### src/rtl/esram_map.svh
// register offsets, field positions, reset values and timing counts of the external sram access block
// included by the design files; holds definitions only
`ifndef ESRAM_MAP_SVH
`define ESRAM_MAP_SVH

// register offsets on the 10-bit host register address
`define ESRAM_OFF_TEST     10'h1c3
`define ESRAM_OFF_CTRL     10'h282
`define ESRAM_OFF_DATA     10'h283
`define ESRAM_OFF_ADDR_HI  10'h28f
`define ESRAM_OFF_ADDR_MID 10'h290
`define ESRAM_OFF_ADDR_LO  10'h291
`define ESRAM_OFF_CFG      10'h292

// reset values
`define ESRAM_RST_CFG      8'h08
`define ESRAM_RST_ZERO     8'h00

// configuration fields
`define ESRAM_CFG_RX_RST   7
`define ESRAM_CFG_TX_RST   6
`define ESRAM_CFG_MODE_HI  4
`define ESRAM_CFG_MODE_LO  3
`define ESRAM_CFG_SIZE_HI  2
`define ESRAM_CFG_SIZE_LO  0

// transfer control fields
`define ESRAM_CTL_DONE     7
`define ESRAM_CTL_TOGGLE   6
`define ESRAM_CTL_DIR      5
`define ESRAM_CTL_DIRECT   3
`define ESRAM_CTL_HOSTONLY 2
`define ESRAM_CTL_NOACC    1
`define ESRAM_CTL_SINGLE   0

// test enable field
`define ESRAM_TEST_EN      7

// sram access strobe time and its cycle count at the system clock
`define ESRAM_T_ACC_NS     20
`define ESRAM_CLK_NS       10
`define ESRAM_ACC_CYC      ((`ESRAM_T_ACC_NS + `ESRAM_CLK_NS - 1) / `ESRAM_CLK_NS)

`endif

### src/rtl/esram_pkg.sv
// types shared by the external sram access block
// no assumptions beyond a single system clock
package esram_pkg;

    // kind of transfer handed to the sequencer
    typedef enum logic [1:0] {
        ESRAM_OP_INIT  = 2'h0,
        ESRAM_OP_WRITE = 2'h1,
        ESRAM_OP_READ  = 2'h2
    } esram_op_t;

    // sequencer states, one-hot
    typedef enum logic [3:0] {
        ESRAM_S_IDLE = 4'b0001,
        ESRAM_S_NEXT = 4'b0010,
        ESRAM_S_ACC  = 4'b0100,
        ESRAM_S_END  = 4'b1000
    } esram_seq_st_t;

    // all sequencer state
    typedef struct packed {
        esram_seq_st_t st;
        logic [7:0]    cnt;
        esram_op_t     op;
        logic [19:0]   addr;
        logic [19:0]   last;
        logic [7:0]    wdata;
        logic [7:0]    rdata;
        logic          done;
        logic          busy;
        logic [18:0]   a;
        logic [1:0]    cs_n;
        logic          oe_n;
        logic          we_n;
        logic          dq_oe;
    } esram_seq_s_t;

    // all register-side state
    typedef struct packed {
        logic [7:0] cfg;
        logic       test_en;
        logic [5:0] ctrl;
        logic       done;
        logic       tog;
        logic [7:0] data;
        logic [7:0] a_lo;
        logic [7:0] a_mid;
        logic [4:0] a_hi;
        logic       pend;
        logic       infl;
        logic       start;
        esram_op_t  op;
        logic [7:0] rdata;
        logic       rx_rst;
        logic       tx_rst;
        logic       gnt;
        logic       direct;
        logic       host;
    } esram_top_s_t;

endpackage

### src/rtl/esram_seq.sv
// sram access sequencer: single read, single write, or a zero fill of the configured memory
// assumes asynchronous sram with active-low chip selects, output and write enables
`timescale 1ns/1ps
`include "esram_map.svh"

module esram_seq #(
    parameter int ACC_CYC = `ESRAM_ACC_CYC
) (
    input  wire logic                 mclk,
    input  wire logic                 rst_n,
    input  wire logic                 ce,
    input  wire logic                 start,
    input  wire esram_pkg::esram_op_t op,
    input  wire logic [19:0]          addr,
    input  wire logic [7:0]           wdata,
    input  wire logic [2:0]           size,
    input  wire logic [7:0]           dq_i,
    output logic                      done,
    output logic                      busy,
    output logic [7:0]                rdata,
    output logic [18:0]               sram_a,
    output logic [1:0]                sram_cs_n,
    output logic                      sram_oe_n,
    output logic                      sram_we_n,
    output logic [7:0]                dq_o,
    output logic                      dq_oe
);
    import esram_pkg::*;

    localparam logic [7:0] ACC_LAST = 8'(ACC_CYC - 1);

    esram_seq_s_t s_q;
    esram_seq_s_t s_d;
    logic [4:0]   nb;
    logic [19:0]  mask;

    // bank width from the size field
    always_comb begin
        case (size[2:1])
            2'b00:   nb = 5'd15;
            2'b01:   nb = 5'd17;
            default: nb = 5'd19;
        endcase
        mask = (20'h1 << nb) - 20'h1;
    end

    // next state
    always_comb begin
        s_d      = s_q;
        s_d.done = 1'b0;
        case (s_q.st)
            ESRAM_S_IDLE: begin
                if (start) begin
                    s_d.op    = op;
                    s_d.wdata = (op == ESRAM_OP_INIT) ? 8'h00 : wdata;
                    s_d.addr  = (op == ESRAM_OP_INIT) ? 20'h0 : addr;
                    s_d.last  = size[0] ? {mask[18:0], 1'b1} : mask;
                    s_d.busy  = 1'b1;
                    s_d.st    = ESRAM_S_NEXT;
                end
            end
            ESRAM_S_NEXT: begin
                // strobes low only after address and data stood one cycle
                s_d.oe_n  = (s_q.op != ESRAM_OP_READ);
                s_d.we_n  = (s_q.op == ESRAM_OP_READ);
                s_d.dq_oe = (s_q.op != ESRAM_OP_READ);
                s_d.cnt   = ACC_LAST;
                s_d.st    = ESRAM_S_ACC;
            end
            ESRAM_S_ACC: begin
                if (s_q.cnt == 8'h00) begin
                    s_d.oe_n  = 1'b1;
                    s_d.we_n  = 1'b1;
                    s_d.dq_oe = 1'b0;
                    if (s_q.op == ESRAM_OP_READ) begin
                        s_d.rdata = dq_i;
                    end
                    if (s_q.op == ESRAM_OP_INIT && s_q.addr != s_q.last) begin
                        s_d.addr = s_q.addr + 20'h1;
                        s_d.st   = ESRAM_S_NEXT;
                    end else begin
                        s_d.st = ESRAM_S_END;
                    end
                end else begin
                    s_d.cnt = s_q.cnt - 8'h01;
                end
            end
            ESRAM_S_END: begin
                s_d.done = 1'b1;
                s_d.busy = 1'b0;
                s_d.cs_n = 2'b11;
                s_d.st   = ESRAM_S_IDLE;
            end
            default: s_d.st = ESRAM_S_IDLE;
        endcase
        if (s_d.st == ESRAM_S_NEXT) begin
            s_d.a    = s_d.addr[18:0] & mask[18:0];
            s_d.cs_n = (size[0] && s_d.addr[nb]) ? 2'b01 : 2'b10;
        end
    end

    // state register, frozen while ce is low
    always_ff @(posedge mclk or negedge rst_n) begin
        if (!rst_n) begin
            s_q <= '{st: ESRAM_S_IDLE, op: ESRAM_OP_INIT, cs_n: 2'b11, oe_n: 1'b1, we_n: 1'b1, default: '0};
        end else if (ce) begin
            s_q <= s_d;
        end
    end

    assign done      = s_q.done;
    assign busy      = s_q.busy;
    assign rdata     = s_q.rdata;
    assign sram_a    = s_q.a;
    assign sram_cs_n = s_q.cs_n;
    assign sram_oe_n = s_q.oe_n;
    assign sram_we_n = s_q.we_n;
    assign dq_o      = s_q.wdata;
    assign dq_oe     = s_q.dq_oe;
endmodule // esram_seq

### src/rtl/esram_top.sv
// external receive sram indirect access: configuration, soft resets, address, data and transfer control
// assumes a synchronous host register port and asynchronous sram on the device system clock
`timescale 1ns/1ps
`include "esram_map.svh"

module esram_top #(
    parameter int ACC_CYC = `ESRAM_ACC_CYC
) (
    input  wire logic        MCLK,
    input  wire logic        RST_N,
    input  wire logic        CE,
    input  wire logic [9:0]  REG_ADDR,
    input  wire logic [7:0]  REG_WDATA,
    input  wire logic        REG_WR,
    input  wire logic        REG_RD,
    output logic [7:0]       REG_RDATA,
    output logic             RX_RESET,
    output logic             TX_RESET,
    output logic             DIRECT_ADDR_EN,
    output logic             HOST_ONLY,
    input  wire logic        CELL_REQ,
    output logic             CELL_GNT,
    output logic [18:0]      SRAM_A,
    output logic [1:0]       SRAM_CS_N,
    output logic             SRAM_OE_N,
    output logic             SRAM_WE_N,
    input  wire logic [7:0]  SRAM_DQ_I,
    output logic [7:0]       SRAM_DQ_O,
    output logic             SRAM_DQ_OE
);
    import esram_pkg::*;

    esram_top_s_t r_q;
    esram_top_s_t r_d;
    logic         seq_done;
    logic         seq_busy;
    logic [7:0]   seq_rdata;
    logic         wr_ctrl;

    assign wr_ctrl = REG_WR && REG_ADDR == `ESRAM_OFF_CTRL;

    // memory sequencer; its pin outputs are its own flip-flops
    esram_seq #(
        .ACC_CYC (ACC_CYC)
    ) u_seq (
        .mclk      (MCLK),
        .rst_n     (RST_N),
        .ce        (CE),
        .start     (r_q.start),
        .op        (r_q.op),
        .addr      ({r_q.a_hi[3:0], r_q.a_mid, r_q.a_lo}),
        .wdata     (r_q.data),
        .size      (r_q.cfg[`ESRAM_CFG_SIZE_HI:`ESRAM_CFG_SIZE_LO]),
        .dq_i      (SRAM_DQ_I),
        .done      (seq_done),
        .busy      (seq_busy),
        .rdata     (seq_rdata),
        .sram_a    (SRAM_A),
        .sram_cs_n (SRAM_CS_N),
        .sram_oe_n (SRAM_OE_N),
        .sram_we_n (SRAM_WE_N),
        .dq_o      (SRAM_DQ_O),
        .dq_oe     (SRAM_DQ_OE)
    );

    // register writes, transfer launch and completion
    always_comb begin
        r_d        = r_q;
        r_d.start  = 1'b0;
        r_d.rx_rst = 1'b0;
        r_d.tx_rst = 1'b0;
        r_d.cfg[`ESRAM_CFG_RX_RST] = 1'b0;
        r_d.cfg[`ESRAM_CFG_TX_RST] = 1'b0;
        if (r_q.cfg[`ESRAM_CFG_RX_RST]) begin
            r_d.rx_rst = 1'b1;
        end
        if (r_q.cfg[`ESRAM_CFG_TX_RST]) begin
            r_d.tx_rst = 1'b1;
        end
        if (REG_WR) begin
            case (REG_ADDR)
                `ESRAM_OFF_CFG:      r_d.cfg = REG_WDATA;
                `ESRAM_OFF_TEST:     r_d.test_en = REG_WDATA[`ESRAM_TEST_EN];
                `ESRAM_OFF_ADDR_LO:  r_d.a_lo = REG_WDATA;
                `ESRAM_OFF_ADDR_MID: r_d.a_mid = REG_WDATA;
                `ESRAM_OFF_ADDR_HI:  r_d.a_hi = REG_WDATA[4:0];
                `ESRAM_OFF_DATA:     r_d.data = REG_WDATA;
                `ESRAM_OFF_CTRL: begin
                    r_d.ctrl = REG_WDATA[5:0];
                    r_d.done = 1'b0;
                    r_d.pend = 1'b1;
                end
                default: ;
            endcase
        end
        // completion of the sequencer; a newer request keeps done low
        if (seq_done && r_q.infl) begin
            r_d.infl = 1'b0;
            r_d.tog  = ~r_q.tog;
            if (r_q.op == ESRAM_OP_READ) begin
                r_d.data = seq_rdata;
            end
            if (!r_d.pend) begin
                r_d.done = 1'b1;
            end
        end
        // pending request waits until the previous transfer is over
        if (r_q.pend && !r_q.infl && !wr_ctrl) begin
            r_d.pend = 1'b0;
            if (r_q.ctrl[`ESRAM_CTL_NOACC]) begin
                r_d.done = 1'b1;
            end else begin
                r_d.start = 1'b1;
                r_d.infl  = 1'b1;
                if (!r_q.ctrl[`ESRAM_CTL_SINGLE]) begin
                    r_d.op = ESRAM_OP_INIT;
                end else if (r_q.ctrl[`ESRAM_CTL_DIR]) begin
                    r_d.op = ESRAM_OP_READ;
                end else begin
                    r_d.op = ESRAM_OP_WRITE;
                end
            end
        end
        r_d.direct = r_q.test_en && r_q.ctrl[`ESRAM_CTL_DIRECT];
        r_d.host = r_q.test_en && r_q.ctrl[`ESRAM_CTL_HOSTONLY];
        // cell path gets the memory only when neither host nor lockout holds it
        r_d.gnt = CELL_REQ && !r_d.host && !r_q.pend && !r_q.infl && !seq_busy;
        // read data register, registered; unmapped reads give zero
        if (REG_RD) begin
            case (REG_ADDR)
                `ESRAM_OFF_CFG:      r_d.rdata = r_q.cfg;
                `ESRAM_OFF_TEST:     r_d.rdata = {r_q.test_en, 7'h00};
                `ESRAM_OFF_ADDR_LO:  r_d.rdata = r_q.a_lo;
                `ESRAM_OFF_ADDR_MID: r_d.rdata = r_q.a_mid;
                `ESRAM_OFF_ADDR_HI:  r_d.rdata = {3'h0, r_q.a_hi};
                `ESRAM_OFF_DATA:     r_d.rdata = r_q.data;
                `ESRAM_OFF_CTRL:     r_d.rdata = {r_q.done, r_q.tog, r_q.ctrl};
                default:             r_d.rdata = 8'h00;
            endcase
        end
    end

    // state register, frozen while CE is low
    always_ff @(posedge MCLK or negedge RST_N) begin
        if (!RST_N) begin
            r_q <= '{cfg: `ESRAM_RST_CFG, done: 1'b1, op: ESRAM_OP_INIT, default: '0};
        end else if (CE) begin
            r_q <= r_d;
        end
    end

    assign REG_RDATA      = r_q.rdata;
    assign RX_RESET       = r_q.rx_rst;
    assign TX_RESET       = r_q.tx_rst;
    assign DIRECT_ADDR_EN = r_q.direct;
    assign HOST_ONLY      = r_q.host;
    assign CELL_GNT       = r_q.gnt;
endmodule // esram_top

### config.mk
export PLATFORM = sky130hd
export DESIGN_NAME = esram_top
export DESIGN_NICKNAME = d
export VERILOG_FILES = /design/src/rtl/esram_pkg.sv /design/src/rtl/esram_seq.sv /design/src/rtl/esram_top.sv
export VERILOG_INCLUDE_DIRS = /design/src /design/src/rtl
export SDC_FILE = /design/constraint.sdc
export NUM_CORES = 1
export LEC_CHECK = 0
export BUFFER_PORTS_ARGS = -buffer_cell sky130_fd_sc_hd__buf_2
export CORE_UTILIZATION = 38
export DETAILED_ROUTE_END_ITERATION = 6
export PLACE_DENSITY = 0.6
export SYNTH_ARGS = -nofsm -noshare
export SYNTH_HDL_FRONTEND = slang
export SYNTH_SLANG_ARGS = --single-unit
### constraint.sdc
create_clock -name MCLK -period 5.1 [get_ports MCLK]
set_clock_uncertainty 0.05 [all_clocks]
set_input_delay 0.255 -clock MCLK [delete_from_list [all_inputs] [get_ports MCLK]]
set_output_delay 0.255 -clock MCLK [all_outputs]
set_load 0.02 [all_outputs]
Yosys cells after proc, flatten, opt, wreduce, memory -nomap -nowiden
Cells that the tools add are included.
{"block": "op_classes", "shifts": 1, "n_lt_le_gt_ge": 1, "addsub": 3, "eq_ne": 20, "muxes": 47, "n_bitwise": 3, "reduce_logical": 40}
{"cell": "$mux W20", "n": 4}
{"cell": "$eq A10 B10 Y1 const B", "n": 6}
{"cell": "$mux W8", "n": 7}
{"cell": "$pmux W8 S7", "n": 1}
{"cell": "$mux W48", "n": 1}
{"cell": "$pmux W20 S2", "n": 1}
{"cell": "$reduce_and A3 Y1", "n": 11}
{"cell": "$mux W30", "n": 1}
{"cell": "$add A20 B1 Y20 const B", "n": 1}
{"cell": "$ne A20 B20 Y1", "n": 1}
{"cell": "$shl A1 B5 Y20 const A", "n": 1}
{"cell": "$sub A20 B1 Y20 const B", "n": 1}
{"cell": "$and A19 B19 Y19", "n": 1}
{"cell": "$mux W16", "n": 1}
{"cell": "$mux W4", "n": 4}
{"cell": "$pmux W8 S2", "n": 1}
{"cell": "$logic_and A1 B1 Y1", "n": 12}
{"cell": "$pmux W4 S3", "n": 1}
{"cell": "$mux W1", "n": 11}
{"cell": "$eq A10 B9 Y1 const B", "n": 1}
{"cell": "$mux W10", "n": 1}
{"cell": "$mux W2", "n": 5}
{"cell": "$mux W5", "n": 2}
{"cell": "$pmux W5 S2", "n": 1}
{"cell": "other kinds (22)", "n": 38}
{"block": "totals", "register_bits": 160}

Depth between registers and ports, before layout
{"block": "logic_depth", "word_depth": 12, "depth_mapped": 10, "ltp_nobuf": 9}

Cells and area by module
Synthesis repeated with hierarchy kept, for this count alone.
{"block": "hier_totals", "hier_cells": 898, "area_unflattened_um2": 8695.8}
{"mod": "esram_seq", "cells_per_inst": 633, "n_inst": 1, "seq_area_each_um2": 2408.6, "area_each_um2": 5496.5}
{"mod": "esram_top", "cells_per_inst": 265, "n_inst": 1, "seq_area_each_um2": 1604.0, "area_each_um2": 3199.3}

Worst setup path after synthesis
No wires, ideal clock.
{"block": "synth_timing", "path_kind": "flip-flop to flip-flop", "from": "register u_seq.s_q[87] (netlist name)", "to": "register u_seq.s_q[72] (netlist name)", "setup_ns": 0.137, "required_ns": 4.913, "period_less_slack_ns": 2.384, "slack_ns": 2.716, "stages_incl_launch_ff": 8, "arrival_time_ns": 2.197, "cell_sequence": "dfrtp_1 > or4_4 > nor4_4 > buf_4 > o211ai_4 > o311a_1 > a211oi_2 > a21oi_1"}
{"block": "synth_via", "elab_chain_len": 3}
{"item": "from (decl)", "line_no": "esram_seq.sv:32", "rtl": "esram_seq_s_t s_q;"}
{"item": "from (signal assigned)", "line_no": "esram_seq.sv:105", "rtl": "s_q <= '{st: ESRAM_S_IDLE, op: ESRAM_OP_INIT, cs_n: 2'b11, oe_n: 1'b1, we_n: 1'b1, default: '0};"}
{"item": "from (signal assigned)", "line_no": "esram_seq.sv:107", "rtl": "s_q <= s_d;"}
{"item": "$logic_not A8 Y1", "line_no": "esram_seq.sv:71", "rtl": "if (s_q.cnt == 8'h00) begin"}
{"item": "$mux W20", "line_no": "esram_seq.sv:71"}
{"item": "$pmux W20 S2", "line_no": "esram_seq.sv:51", "rtl": "case (s_q.st)"}
No other way between the ends.
A chain may end at the register's enable or synchronous reset.

Worst setup path after layout
{"block": "layout_timing", "from": "register u_seq.s_q[66] (netlist name)", "to": "register u_seq.s_q, in the netlist u_seq.sram_a[16]"}
{"block": "layout_via", "elab_chain_len": 7, "word_cells_on_any_way": 12, "cone_classes": "1 x add/sub; 2 x eq/ne; 6 x mux; 1 x bitwise; 2 x reduce/logical"}
{"item": "branches (longest 7 deep; another with $add A20 B1 Y20)"}
Several ways; the timed one is not identified.

==> results.yml <==
timing:
  slew_viol_final: 0
  rsz0062_at_grt: "false"
  finalSetupViolCount: 0
  worstMarginPinSlew_ps: 1130
  hold_violations: 0
  finalCritPeriodShare_pct: 70.25
  holdWs_ps: 7.562
  max_slew_margin_pct: 24.15
  max_freq_mhz: 279.1
  tns_ps: 0
  setup_ws_ps: 1517
  fin_crit_ps: 3583
floorplan:
  dieHeight_um: 148.8
  die_x_um: 148.8
  start_util_pct: 38.82
  fp.dieArea_sq_um: 22130
  core_sq_um: 21090
  rows: 53
  ios: 77
placed_design:
  gp_congestion: 0.8675
  port_buffers: 76
  preCtsSetupSlack_ps: 1533
  dp.cells: 1099
  hpwlAfterDp_mm: 15.79
synth:
  avgSynthCellArea_sq_um: 10.02
  synthTopCellsByCount: "dfrtp_1, nor2_1, nand2_1"
  ys_ff_latch: 158
  synth_area_leader_cell: "dfrtp_1"
  synth-main-ff-cell: "dfrtp_1"
  synth_top_area_share_pct: 46.16
  ys_seq_area_share_pct: 48.41
  synthArstFlopShare_pct: 100.0
  synth_nets: 854
  syn_inst: 817
  yosys-top-cells-area: "dfrtp_1, mux2_2, nor2_1"
  synth_edf_count: 0
  synth.most_common_cell: "dfrtp_1"
  synthDistinctLibCells: 72
  syn_area_sq_um: 8185
  ys_warn_count: 0
layout:
  diodes: 0
  drive_gt1_share_pct: 21.46
  n_fill_cell: 2039
  fin_util_pct: 43.69
  seq_area_sq_um: 3963
  final_cells: 1137
  layout.nets: 886
  multiInputGateArea_sq_um: 3734
  area_growth_pct: 12.55
cts:
  clkSlewWorstSetupHoldPaths_ps: 70
  h-tree-depth: 4
  cts_root_buf: "clkbuf_16"
  clock_latency_ps: 430
  cts_resized: 0
  cts_tree: "done"
  cts_buffer_depth: 2
  clock-sinks: 158
  numCtsBuffers: 17
worst_hold_path:
  hold_class: "input port to register"
route:
  first_pass_iters: 5
  drt_iter0_drc: 572
  via_count: 6298
  drt-total-wl_mm: 22.43
  wl_per_cell_um: 19.73
  antenna_left: 0
  via_per_inst: 5.539
  drc: 0
pwr:
  p_per_area_nw_per_um2: 358.2
  leakage_uw: 0.004267
  ir_drop_mv: 0.1872
global_routing:
  grt_first_pass_wirelength_mm: 35.23
  grt_max_degree: 106
  grt_util_all_layers_pct: 21.10
  grt_pass1_vias: 6070
  antenna_found_initial: 0
  grt_overflow: 0
flow_run:
  maxCapViolations: 0
outcome:
  status: "complete, no violations"
setup_path:
  worstSetupEndpointType: "register"
  start_kind: "register"
  cp_slowest_stage_delay_ps: 900
  crit_path_max_fanout: 29
  worstSetupPathType: "register to register"
  cp_top_family: "compound AO/OA/AOI/OAI gates"
  cp.required_ps: 5370
  cpMaxStageDelayCell: "a211o_1"
  worstPathArrival_ps: 3850
  worst-path-buf-inv: 0
  crit_path_cell_trace: "or4_1 > o21ai_0 > nand4_2 > o21ai_2 > a211o_1 > nor2_1 > a32o_1"
[where the power goes]
group          internal (uW)  switching (uW)  leakage, uW
Combinational            187             273      0.00192
Clock                    797             543     0.000300
Sequential              1370             131      0.00204
[metal layers]
layer  track usage [%]  wire length (um)  vias up
li1                  -                 -     2982
met3             4.801              1377       33
met1             30.11             10530     3091
met5                 0                 0        -
met4             7.347               535        0
met2             31.33              9990      192
[layout by cell type, fill, tap and decap left out, types with 5 or more instances in the layout]
cell type      count
o2111ai_1          5
nand2b_1          11
nor4_1             6
xor2_1            20
o22ai_1           11
a221oi_1          10
nand2_1           67
o31ai_1            7
nor2b_1            5
clkbuf_16         17
ha_1               5
nor2_1            97
dfrtp_1          151
mux2_2            45
buf_4              7
xnor2_1            7
o211ai_1           6
mux2i_1           23
dfstp_2            7
a22o_1            12
a21o_1            16
inv_1             15
and3_1            11
nand3b_1           7
buf_2             75
dlygate4sd3_1      6
o311a_1            5
o21ai_0           27
a31oi_1            7
nand3_1           13
nor3_1            15
a21oi_1           57
[what timing repair did]
action	4_1_cts	5_1_grt
hold buffers	6	0
hold endpoints to repair	107	0
setup endpoints to repair	0	0
buffers inserted	0	0
[registers in the layout, indices dropped and copies added (netlist names), 2 cells and up]
name             count
r_q                 51
u_seq.sram_cs_n      2
u_seq.s_q           52
u_seq.sram_a        19
REG_RDATA            8
u_seq.dq_o           8
u_seq.rdata          8
[final timing paths]
| kind | endpoint | from | cells after the start | slack, ps |
|---|---|---|---|---|
| min in group asynchronous | u_seq.dq_o[0] | RST_N | 2 | 470 |
| max in group asynchronous | u_seq.s_q[56] | RST_N | 3 | 3220 |
| worst max register to register | u_seq.sram_a[16] | u_seq.s_q[66] | 7 | 1520 |
| worst min-delay path | u_seq.rdata[1] | SRAM_DQ_I[1] | 2 | 8 |
| worst min register to register | u_seq.sram_a[9] | u_seq.sram_a[9] | 2 | 430 |
| worst max-delay path | u_seq.sram_a[16] | u_seq.s_q[66] | 7 | 1520 |
[layout make-up]
cell class                      instances  share of cell area, %
Clock inverter                         13                  1.738
Timing Repair Buffer                   89                  5.419
Clock buffer                           19                  4.916
Sequential cell                       158                  43.01
Tap cell                              275                  3.735
Multi-Input combinational cell        567                  40.53
Inverter                               16                 0.6519
[cell families (layout without fill, tap and decap cells)]
| family | after synthesis | in the layout | share of synthesized area [%] |
|---|---|---|---|
| flops | 158 | 158 | 48.41 |
| mux | 68 | 68 | 9.003 |
| buf+inv | 92 | 137 | 6.038 |
| fa+ha+maj | 5 | 5 | 0.7643 |
| simple gates | 262 | 262 | 15.48 |
| compound gates | 205 | 205 | 17.41 |
| xor+xnor | 27 | 27 | 2.889 |
[stage by stage]
stage / total power, uW / instance area, sq um
global placement: 1971 / 8539
global route: 3438 / 9213
detailed placement: 1978 / 8539
floorplan: 1836 / 8185
CTS: 3318 / 9213
finish: 3300 / 9213
Note: power is estimated with default switching activity, not from simulation.
